**src/design/sfrb_consts.svh**
```systemverilog
// Offsets, field positions and reset values of the second register bank.
// Assumes register indices are multiplied by four to form APB byte addresses.
`ifndef SFRB_CONSTS_SVH
`define SFRB_CONSTS_SVH

// Register indices within the bank
`define SFRB_IDX_INDIRECT_DATA 8'h80
`define SFRB_IDX_OPTION        8'h81
`define SFRB_IDX_PC_LOW        8'h82
`define SFRB_IDX_STATUS        8'h83
`define SFRB_IDX_POINTER       8'h84
`define SFRB_IDX_DIR_A         8'h85
`define SFRB_IDX_DIR_B         8'h86
`define SFRB_IDX_DIR_C         8'h87
`define SFRB_IDX_PC_HIGH_LATCH 8'h8A
`define SFRB_IDX_INT_CONTROL   8'h8B
`define SFRB_IDX_PERIPH_IE     8'h8C
`define SFRB_IDX_POWER_STATUS  8'h8E
`define SFRB_IDX_T2_PERIOD     8'h92
`define SFRB_IDX_SERIAL_ADDR   8'h93
`define SFRB_IDX_SERIAL_STATE  8'h94

// Upper three byte-address bits that select this bank
`define SFRB_BANK_SEL 3'h4

// Reset values
`define SFRB_RST_OPTION     8'hFF
`define SFRB_RST_PC_LOW     8'h00
`define SFRB_RST_STATUS     8'h18
`define SFRB_RST_POINTER    8'h00
`define SFRB_RST_DIR_A      6'h3F
`define SFRB_RST_DIR_B      8'hFF
`define SFRB_RST_DIR_C      8'hFF
`define SFRB_RST_PROGRAM_COUNTER_HIGH_LATCH     5'h00
`define SFRB_RST_INTERRUPT_CONTROL     8'h00
`define SFRB_RST_PIE        8'h00
`define SFRB_RST_T2_PERIOD  8'hFF
`define SFRB_RST_SERIAL_ADR 8'h00
`define SFRB_RST_POWER_RESET_STATUS       2'h0
`define SFRB_RST_SERIAL_ST  6'h00

// Field positions and masks
`define SFRB_STATUS_WMASK 8'hE7
`define SFRB_STATUS_TO    4
`define SFRB_STATUS_PD    3
`define SFRB_PIE_MASK     8'hCF
`define SFRB_POWER_RESET_STATUS_POR     1
`define SFRB_POWER_RESET_STATUS_BOR     0

`endif

```
**src/design/sfrb_pkg.sv**
```systemverilog
// Types shared by the second register bank and its testbench.
// Assumes the constants header is included by each user.
package sfrb_pkg;
  // Cause of a non power-up reset, Gray coded
  typedef enum logic [1:0] {
    SFRB_RST_NONE = 2'b00,
    SFRB_RST_PIN  = 2'b01,
    SFRB_RST_WDT  = 2'b11
  } sfrb_rst_t;
endpackage

```
**src/design/sfrb_mem_if.sv**
```systemverilog
// Carrier between the register bank and its data memory.
// Assumes a single core clock shared by both ends.
`timescale 1ns/1ns
`default_nettype none
interface sfrb_mem_if #(parameter int AW = 8, parameter int DW = 8);
  logic          we;
  logic [AW-1:0] addr;
  logic [DW-1:0] wdata;
  logic [DW-1:0] rdata;
  modport ctrl (output we, output addr, output wdata, input rdata);
  modport mem  (input we, input addr, input wdata, output rdata);
endinterface
`default_nettype wire

```
**src/design/sfrb_mem.sv**
```systemverilog
// Data memory reached through the indirect data port.
// Assumes a synchronous write and a registered read on the core clock.
`timescale 1ns/1ns
`default_nettype none
module sfrb_mem #(
  parameter int AW = 8,
  parameter int DW = 8
) (
  input  wire logic mclk,
  sfrb_mem_if.mem   port
);
  logic [DW-1:0] store [0:(1<<AW)-1];
  logic [DW-1:0] rdata_reg;

  // Contents carry no reset, like ordinary data memory
  always_ff @(posedge mclk) begin
    if (port.we) begin
      store[port.addr] <= port.wdata;
    end
  end

  // Registered read so the data appear one edge after the address
  always_ff @(posedge mclk) begin
    rdata_reg <= store[port.addr];
  end

  assign port.rdata = rdata_reg;
endmodule // sfrb_mem
`default_nettype wire

```
**src/design/sfrb_bank1.sv**
```systemverilog
// Second special-register bank of a small controller, reached over APB.
// Assumes one core clock; external clear pin is asynchronous, watchdog is on mclk.
`timescale 1ns/1ns
`default_nettype none
`include "sfrb_consts.svh"

// Function
// - Shared core registers answer only at this bank's addresses; other bank selects get pslverr
// - Upper latch feeds program counter bits 12:8
// - Unimplemented locations and bits read zero
// - Power-up and other resets load different values
// - Port A direction resets to all ones
// - Port B direction resets to all ones
module sfrb_bank1 (
  input  wire logic        mclk,
  input  wire logic        reset_n,
  input  wire logic        psel,
  input  wire logic        penable,
  input  wire logic        pwrite,
  input  wire logic [9:0]  paddr,
  input  wire logic [31:0] pwdata,
  output logic      [31:0] prdata,
  output logic             pready,
  output logic             pslverr,
  input  wire logic        external_clear_pin_n,
  input  wire logic        watchdog_timeout,
  input  wire logic [2:0]  int_flag_set,
  input  wire logic [5:0]  serial_port_state_in,
  output logic [7:0]       option_config,
  output logic [7:0]       core_status,
  output logic [12:0]      program_counter,
  output logic [5:0]       port_a_direction,
  output logic [7:0]       port_b_direction,
  output logic [7:0]       port_c_direction,
  output logic [7:0]       interrupt_control,
  output logic [7:0]       peripheral_irq_enable,
  output logic [1:0]       power_reset_status,
  output logic [7:0]       timer2_period,
  output logic [7:0]       serial_slave_address,
  output sfrb_pkg::sfrb_rst_t reset_cause
);
  import sfrb_pkg::*;

  logic [7:0] option_reg;
  logic [7:0] pc_low_reg;
  logic [4:0] pc_upper_reg;
  logic [7:0] status_reg;
  logic [7:0] pointer_reg;
  logic [5:0] dir_a_reg;
  logic [7:0] dir_b_reg;
  logic [7:0] dir_c_reg;
  logic [4:0] program_counter_high_latch_reg;
  logic [7:0] interrupt_control_reg;
  logic [7:0] pie_reg;
  logic [1:0] power_reset_status_reg;
  logic [7:0] t2_period_reg;
  logic [7:0] serial_addr_reg;
  logic [5:0] serial_state_reg;
  logic [31:0] prdata_next;
  logic       clr_meta_reg;
  logic       clr_sync_reg;
  sfrb_rst_t  cause_reg;
  sfrb_rst_t  cause_next;
  logic       other_rst;
  logic [7:0] idx;
  logic       in_bank;
  logic       wr_acc;
  logic [7:0] wd;
  logic       unimpl;

  sfrb_mem_if #(.AW(8), .DW(8)) mem_bus ();

  sfrb_mem #(.AW(8), .DW(8)) u_mem (
    .mclk (mclk),
    .port (mem_bus.mem)
  );

  // Address decode: index is the byte address divided by four
  assign idx     = {1'b1, paddr[8:2]};
  assign in_bank = (paddr[9:7] == `SFRB_BANK_SEL) && (paddr[1:0] == 2'b00);
  assign wr_acc  = psel && penable && pwrite && in_bank;
  assign wd      = pwdata[7:0];

  // Registers answer at once, so every access phase ends on its first edge
  assign pready  = 1'b1;
  assign pslverr = psel && penable && !in_bank;

  // Clear pin is asynchronous, so two flops come before any use
  always_ff @(posedge mclk or negedge reset_n) begin
    if (!reset_n) begin
      clr_meta_reg <= 1'b1;
      clr_sync_reg <= 1'b1;
    end else begin
      clr_meta_reg <= external_clear_pin_n;
      clr_sync_reg <= clr_meta_reg;
    end
  end

  // Non power-up reset cause; watchdog outranks the pin
  always_comb begin
    if (watchdog_timeout) begin
      cause_next = SFRB_RST_WDT;
    end else if (!clr_sync_reg) begin
      cause_next = SFRB_RST_PIN;
    end else begin
      cause_next = SFRB_RST_NONE;
    end
  end
  assign other_rst = (cause_next != SFRB_RST_NONE);

  // Last reset cause, kept for the reset_cause output
  always_ff @(posedge mclk or negedge reset_n) begin
    if (!reset_n) begin
      cause_reg <= SFRB_RST_NONE;
    end else if (other_rst) begin
      cause_reg <= cause_next;
    end
  end

  // Indirect data port goes straight to memory; nothing is stored here
  assign mem_bus.we    = wr_acc && (idx == `SFRB_IDX_INDIRECT_DATA);
  assign mem_bus.addr  = pointer_reg;
  assign mem_bus.wdata = wd;

  // Option and timer period: same value on every reset type
  always_ff @(posedge mclk or negedge reset_n) begin
    if (!reset_n) begin
      option_reg    <= `SFRB_RST_OPTION;
      t2_period_reg <= `SFRB_RST_T2_PERIOD;
    end else if (other_rst) begin
      option_reg    <= `SFRB_RST_OPTION;
      t2_period_reg <= `SFRB_RST_T2_PERIOD;
    end else if (wr_acc) begin
      if (idx == `SFRB_IDX_OPTION) option_reg <= wd;
      if (idx == `SFRB_IDX_T2_PERIOD) t2_period_reg <= wd;
    end
  end

  // Program counter: writing the low byte pulls the latch into bits 12:8
  always_ff @(posedge mclk or negedge reset_n) begin
    if (!reset_n) begin
      pc_low_reg   <= `SFRB_RST_PC_LOW;
      pc_upper_reg <= `SFRB_RST_PROGRAM_COUNTER_HIGH_LATCH;
      program_counter_high_latch_reg   <= `SFRB_RST_PROGRAM_COUNTER_HIGH_LATCH;
    end else if (other_rst) begin
      pc_low_reg   <= `SFRB_RST_PC_LOW;
      pc_upper_reg <= `SFRB_RST_PROGRAM_COUNTER_HIGH_LATCH;
      program_counter_high_latch_reg   <= `SFRB_RST_PROGRAM_COUNTER_HIGH_LATCH;
    end else if (wr_acc) begin
      if (idx == `SFRB_IDX_PC_LOW) begin
        pc_low_reg   <= wd;
        pc_upper_reg <= program_counter_high_latch_reg;
      end
      if (idx == `SFRB_IDX_PC_HIGH_LATCH) program_counter_high_latch_reg <= wd[4:0];
    end
  end

  // Status: timeout and power-down bits are hardware owned, never written
  always_ff @(posedge mclk or negedge reset_n) begin
    if (!reset_n) begin
      status_reg <= `SFRB_RST_STATUS;
    end else if (other_rst) begin
      status_reg[7:5] <= 3'h0;
      if (cause_next == SFRB_RST_WDT) status_reg[`SFRB_STATUS_TO] <= 1'b0;
    end else if (wr_acc && idx == `SFRB_IDX_STATUS) begin
      status_reg <= (wd & `SFRB_STATUS_WMASK) | (status_reg & ~`SFRB_STATUS_WMASK);
    end
  end

  // Pointer keeps its value across non power-up resets
  always_ff @(posedge mclk or negedge reset_n) begin
    if (!reset_n) begin
      pointer_reg <= `SFRB_RST_POINTER;
    end else if (wr_acc && idx == `SFRB_IDX_POINTER) begin
      pointer_reg <= wd;
    end
  end

  // Port directions all return to input on any reset
  always_ff @(posedge mclk or negedge reset_n) begin
    if (!reset_n) begin
      dir_a_reg <= `SFRB_RST_DIR_A;
      dir_b_reg <= `SFRB_RST_DIR_B;
      dir_c_reg <= `SFRB_RST_DIR_C;
    end else if (other_rst) begin
      dir_a_reg <= `SFRB_RST_DIR_A;
      dir_b_reg <= `SFRB_RST_DIR_B;
      dir_c_reg <= `SFRB_RST_DIR_C;
    end else if (wr_acc) begin
      if (idx == `SFRB_IDX_DIR_A) dir_a_reg <= wd[5:0];
      if (idx == `SFRB_IDX_DIR_B) dir_b_reg <= wd;
      if (idx == `SFRB_IDX_DIR_C) dir_c_reg <= wd;
    end
  end

  // Interrupt control; a hardware flag set beats a software clear
  always_ff @(posedge mclk or negedge reset_n) begin
    if (!reset_n) begin
      interrupt_control_reg <= `SFRB_RST_INTERRUPT_CONTROL;
    end else if (other_rst) begin
      interrupt_control_reg[7:1] <= 7'h00;
    end else begin
      if (wr_acc && idx == `SFRB_IDX_INT_CONTROL) begin
        interrupt_control_reg <= {wd[7:3], wd[2:0] | int_flag_set};
      end else begin
        interrupt_control_reg[2:0] <= interrupt_control_reg[2:0] | int_flag_set;
      end
    end
  end

  // Peripheral enables; reserved bits 5:4 are forced to zero
  always_ff @(posedge mclk or negedge reset_n) begin
    if (!reset_n) begin
      pie_reg <= `SFRB_RST_PIE;
    end else if (other_rst) begin
      pie_reg <= `SFRB_RST_PIE;
    end else if (wr_acc && idx == `SFRB_IDX_PERIPH_IE) begin
      pie_reg <= wd & `SFRB_PIE_MASK;
    end
  end

  // Power status: cleared by power-up, untouched by other resets, set by software
  always_ff @(posedge mclk or negedge reset_n) begin
    if (!reset_n) begin
      power_reset_status_reg <= `SFRB_RST_POWER_RESET_STATUS;
    end else if (!other_rst && wr_acc && idx == `SFRB_IDX_POWER_STATUS) begin
      power_reset_status_reg <= wd[1:0];
    end
  end

  // Serial address is software owned; serial state only mirrors the port
  always_ff @(posedge mclk or negedge reset_n) begin
    if (!reset_n) begin
      serial_addr_reg  <= `SFRB_RST_SERIAL_ADR;
      serial_state_reg <= `SFRB_RST_SERIAL_ST;
    end else if (other_rst) begin
      serial_addr_reg  <= `SFRB_RST_SERIAL_ADR;
      serial_state_reg <= `SFRB_RST_SERIAL_ST;
    end else begin
      serial_state_reg <= serial_port_state_in;
      if (wr_acc && idx == `SFRB_IDX_SERIAL_ADDR) serial_addr_reg <= wd;
    end
  end

  // Read multiplexer; anything not listed reads zero
  always_comb begin
    unimpl      = 1'b0;
    prdata_next = 32'h0000_0000;
    case (idx)
      `SFRB_IDX_INDIRECT_DATA: prdata_next[7:0] = mem_bus.rdata;
      `SFRB_IDX_OPTION:        prdata_next[7:0] = option_reg;
      `SFRB_IDX_PC_LOW:        prdata_next[7:0] = pc_low_reg;
      `SFRB_IDX_STATUS:        prdata_next[7:0] = status_reg;
      `SFRB_IDX_POINTER:       prdata_next[7:0] = pointer_reg;
      `SFRB_IDX_DIR_A:         prdata_next[5:0] = dir_a_reg;
      `SFRB_IDX_DIR_B:         prdata_next[7:0] = dir_b_reg;
      `SFRB_IDX_DIR_C:         prdata_next[7:0] = dir_c_reg;
      `SFRB_IDX_PC_HIGH_LATCH: prdata_next[4:0] = program_counter_high_latch_reg;
      `SFRB_IDX_INT_CONTROL:   prdata_next[7:0] = interrupt_control_reg;
      `SFRB_IDX_PERIPH_IE:     prdata_next[7:0] = pie_reg;
      `SFRB_IDX_POWER_STATUS:  prdata_next[1:0] = power_reset_status_reg;
      `SFRB_IDX_T2_PERIOD:     prdata_next[7:0] = t2_period_reg;
      `SFRB_IDX_SERIAL_ADDR:   prdata_next[7:0] = serial_addr_reg;
      `SFRB_IDX_SERIAL_STATE:  prdata_next[5:0] = serial_state_reg;
      default:                 unimpl = 1'b1;
    endcase
    if (!in_bank) begin
      prdata_next = 32'h0000_0000;
    end
  end

  // Read data driven only during a read access phase
  assign prdata = (psel && penable && !pwrite) ? prdata_next : 32'h0000_0000;

  // Outputs to the core and peripherals
  assign option_config         = option_reg;
  assign core_status           = status_reg;
  assign program_counter       = {pc_upper_reg, pc_low_reg};
  assign port_a_direction      = dir_a_reg;
  assign port_b_direction      = dir_b_reg;
  assign port_c_direction      = dir_c_reg;
  assign interrupt_control     = interrupt_control_reg;
  assign peripheral_irq_enable = pie_reg;
  assign power_reset_status    = power_reset_status_reg;
  assign timer2_period         = t2_period_reg;
  assign serial_slave_address  = serial_addr_reg;
  assign reset_cause           = cause_reg;

  chk_unmapped_reads_zero: assert property (@(posedge mclk) disable iff (!reset_n)
    (psel && penable && !pwrite && in_bank && unimpl) |-> (prdata == 32'h0000_0000))
    else $error("unimplemented location read nonzero");

  chk_pc_upper_load: assert property (@(posedge mclk) disable iff (!reset_n)
    (wr_acc && idx == `SFRB_IDX_PC_LOW && !other_rst) |=> (program_counter[12:8] == $past(program_counter_high_latch_reg)))
    else $error("latch not moved into upper counter bits");

  chk_latch_write_kept: assert property (@(posedge mclk) disable iff (!reset_n)
    (wr_acc && idx == `SFRB_IDX_PC_HIGH_LATCH && !other_rst) |=> (program_counter_high_latch_reg == $past(pwdata[4:0]))
    ##1 (program_counter_high_latch_reg == $past(pwdata[4:0], 2) || $past(other_rst) || $past(wr_acc)))
    else $error("upper latch lost its written value");

  chk_dirs_on_reset: assert property (@(posedge mclk) disable iff (!reset_n)
    other_rst |=> (port_a_direction == 6'h3F && port_b_direction == 8'hFF))
    else $error("port directions not all inputs after reset");

  chk_other_reset_vals: assert property (@(posedge mclk) disable iff (!reset_n)
    other_rst |=> (option_config == 8'hFF && timer2_period == 8'hFF && core_status[7:5] == 3'h0
                   && power_reset_status == $past(power_reset_status_reg)))
    else $error("wrong values after non power-up reset");

  chk_indirect_to_mem: assert property (@(posedge mclk) disable iff (!reset_n)
    (psel && penable && !pwrite && in_bank && idx == `SFRB_IDX_INDIRECT_DATA)
    |-> (prdata[7:0] == mem_bus.rdata && mem_bus.addr == pointer_reg))
    else $error("indirect port not tied to memory at pointer");

  chk_pie_reserved_zero: assert property (@(posedge mclk) disable iff (!reset_n)
    peripheral_irq_enable[5:4] == 2'b00)
    else $error("unimplemented enable bits set");

  chk_flag_set_wins: assert property (@(posedge mclk) disable iff (!reset_n)
    (int_flag_set[0] && !other_rst) |=> interrupt_control[0])
    else $error("hardware flag set lost to clear");

  chk_out_of_bank: assert property (@(posedge mclk) disable iff (!reset_n)
    (psel && penable && !in_bank) |-> (pslverr && prdata == 32'h0000_0000))
    else $error("out of bank access not refused");
endmodule // sfrb_bank1
`default_nettype wire

```
**config.mk**
```make
export PLATFORM = sky130hd
export DESIGN_NAME = sfrb_bank1
export DESIGN_NICKNAME = d
export VERILOG_FILES = /design/src/design/sfrb_pkg.sv /design/src/design/sfrb_mem_if.sv /design/src/design/sfrb_mem.sv /design/src/design/sfrb_bank1.sv
export VERILOG_INCLUDE_DIRS = /design/src /design/src/design
export SDC_FILE = /design/constraint.sdc
export NUM_CORES = 2
export LEC_CHECK = 0
export BUFFER_PORTS_ARGS = -buffer_cell sky130_fd_sc_hd__buf_2
export CAP_MARGIN = 20
export CORE_ASPECT_RATIO = 1.5
export CORE_MARGIN = 3
export CORE_UTILIZATION = 50
export DETAILED_ROUTE_END_ITERATION = 10
export GPL_ROUTABILITY_DRIVEN = 0
export PLACE_DENSITY = 0.68
export SLEW_MARGIN = 10
export SYNTH_ARGS = -nofsm -noshare
export SYNTH_HDL_FRONTEND = slang
export SYNTH_SLANG_ARGS = --single-unit
```
**constraint.sdc**
```tcl
create_clock -name mclk -period 3.2 [get_ports mclk]
set_input_delay 0.64 -clock mclk [delete_from_list [all_inputs] [get_ports mclk]]
set_output_delay 0.64 -clock mclk [all_outputs]
set_load 0.05 [all_outputs]
```
==> run metrics <==
Crit Path Category in -> out; Power Density approximately 560 nW/um^2; io pins 179; area of the multi-input gates between 15000 and 20000 um^2; syn_area_per_cell about 20 um^2; Biggest register u_mem.store; synth unique cells 57; Worst slew margin 21.18%; total power draw 54.29 mW; YS warnings 0; flops & latches, synth 2161; Pre-antenna DRT Iters 8; H-tree levels 4; Reg area about 64000 um^2; Core ar. 166200 um^2; Filler Cells Inserted 11980; first-pass GRT wire length 304900 um; Final Cycle Share 99.57%; Max-Cap Viols 0; Total Routing Usage GR 24.22%; number of flip-flops in the largest register 2048; num rows 183; Max Clk Rate 0.3139 GHz; Num CTS Buffers roughly 180; type of the worst min-delay path in -> reg; Worst Max-Slew Pin Slew 1182 ps; DRT iter0 DRCs about 5300; DR vias 43600; count leader, synth edfxtp_1; commonest cells in the netlist 2048 x edfxtp_1, 518 x mux4_2, 289 x nor2_1; Leak Pwr 31.00 nW; Crit Path Max Fanout 6; placed wire-length estimate 131100 um; Async S/R FF share, synth 4.859%; unrepaired setup endpoints after global routing true; die area 172600 um^2; Die Wd 340.2 um; Max VDD drop between 0.4 and 0.5 mV; Die Height 507.4 um; worst skew pair latency 820 ps; Vias/cell 6.162; register area share after synthesis 76.79%; GR Overflow Total 0; EDFF count, synth 2048; Post-synth top flop edfxtp_1; Worst Path Required 2560 ps; layout cells sized above 1 between 30% and 40%; Synth area leader edfxtp_1; clock tree buffer depth 3; top-area cell type share of the netlist area about three quarters; CTS tree done; Sink Count 2161; CTS clk-pin slew, worst paths 60 ps; Root Buffer clkbuf_16; worst-case clock skew 24.11 ps; Synth area leaders edfxtp_1 73%, mux4_2 14%, a22oi_1 2.4%, dfrtp_1 1.9%, nor2_1 1.3%; Cell Area, Synth 83790 um^2; vias in the first global route 44230; synth-to-layout area growth 16.42%; Fin. Hold Viols 0; routed wire length 209300 um; drt wl/cell 29.58 um; Synth Instances just over 4000; max-slew violations 0; setup TNS 0 ps; CP Launch Type input pin; Final Net Count between 4000 and 5000; Antenna Nets Post-Route 0; Final min period 3186 ps; Worst Path Arrival 2550 ps; setup violators final 0; Port Buffers 126; drc violations 0; crit end category output port; antenna violations before repair 6; largest net degree at the start of global routing 122; status completed; Starting Density 50.40%
## per-stage QoR
stage	utilization (%)	setup slack [ps]	cell area, um^2	cells	hold WS, ps
detailed placement	54.91	-116.2	91270	6730	350.2
floorplan	-	-31.69	83990	4129	344.4
finish	58.68	13.80	97550	7075	49.41
global placement	54.91	-90.08	91270	6730	349.9
global route	58.68	-33.23	97550	7074	15.60
CTS	58.63	-45.78	97460	7071	4.284
## path summary, 6_finish.rpt
path	from	endpoint	slack (ps)	depth (start not counted)
setup / recovery	paddr[7]	prdata[1]	10	7
hold / removal	serial_port_state_in[2]	serial_state_reg[2]	50	2
setup reg to reg	mem_bus.addr[0]	u_mem.port.rdata[5]	60	8
hold reg to reg	clr_meta_reg	clr_sync_reg	360	0
max in group asynchronous	reset_n	clr_sync_reg	2040	3
min in group asynchronous	reset_n	pc_low_reg[1]	380	2
## per-layer routing
layer	GRT usage (%)	part of all wire, %	up-vias
met5	0	0.0062	-
met4	11.17	5.0	2
met3	3.701	7.1	431
met2	41.21	52	2012
met1	30.95	36	23030
li1	-	-	18130
## cell usage in the layout, fill, tap and decap left out, types with 11 or more instances in the layout
master / count
nor2_1: 286
buf_12: 66
mux4_2: 518
dfstp_2: 41
o41ai_1: 26
a22o_1: 19
a21oi_1: 142
nand4_1: 11
conb_1: 28
clkinv_1: 42
edfxtp_1: 2048
mux2i_1: 37
nor2b_1: 11
bufinv_16: 23
o21ai_0: 13
a22oi_1: 264
clkbuf_16: 186
clkinv_2: 29
mux2_2: 17
dfrtp_1: 61
clkbuf_1: 31
nand3_1: 50
buf_4: 494
nand2_1: 128
and3_1: 12
buf_2: 109
## cell families after synthesis
family	synth area share, %
other cells	0.008963
simple gates	2.930
mux	14.59
flops	76.79
compound gates	4.133
buf+inv	1.549
## critical path: stages
cell and delay, ps:
buf_2 120, or4b_4 560, nor2_4 200, a22oi_1 110, mux4_2 510, a31oi_4 240, buf_12 170
## final cells by class
| type | count | area share (%) |
|---|---|---|
| inverters | 2 | 0.007696 |
| multi-input cells | 1666 | 18.98 |
| clock buffers | 218 | 4.893 |
| repair buffers | 688 | 5.981 |
| diodes | 2 | 0.005131 |
| clock inverters | 118 | 1.317 |
| flip-flops and latches | 2161 | 65.96 |
| well taps | 2220 | 2.847 |
## repair_timing
item,in CTS,in global routing
endpoints found under the hold margin,25,0
endpoints found under the setup margin,11,13
gates cloned,0,1
hold buffers,3,0
resized for setup,18,13
pin swaps,0,2
setup buffers,2,1
## report_power, final
| part | internal (mW) | switching [mW] |
|---|---|---|
| logic | 0.169 | 0.731 |
| registers | 30.9 | 0.0122 |
| clock network | 12.6 | 9.88 |
No activity file was read; power rests on OpenSTA's default activity.
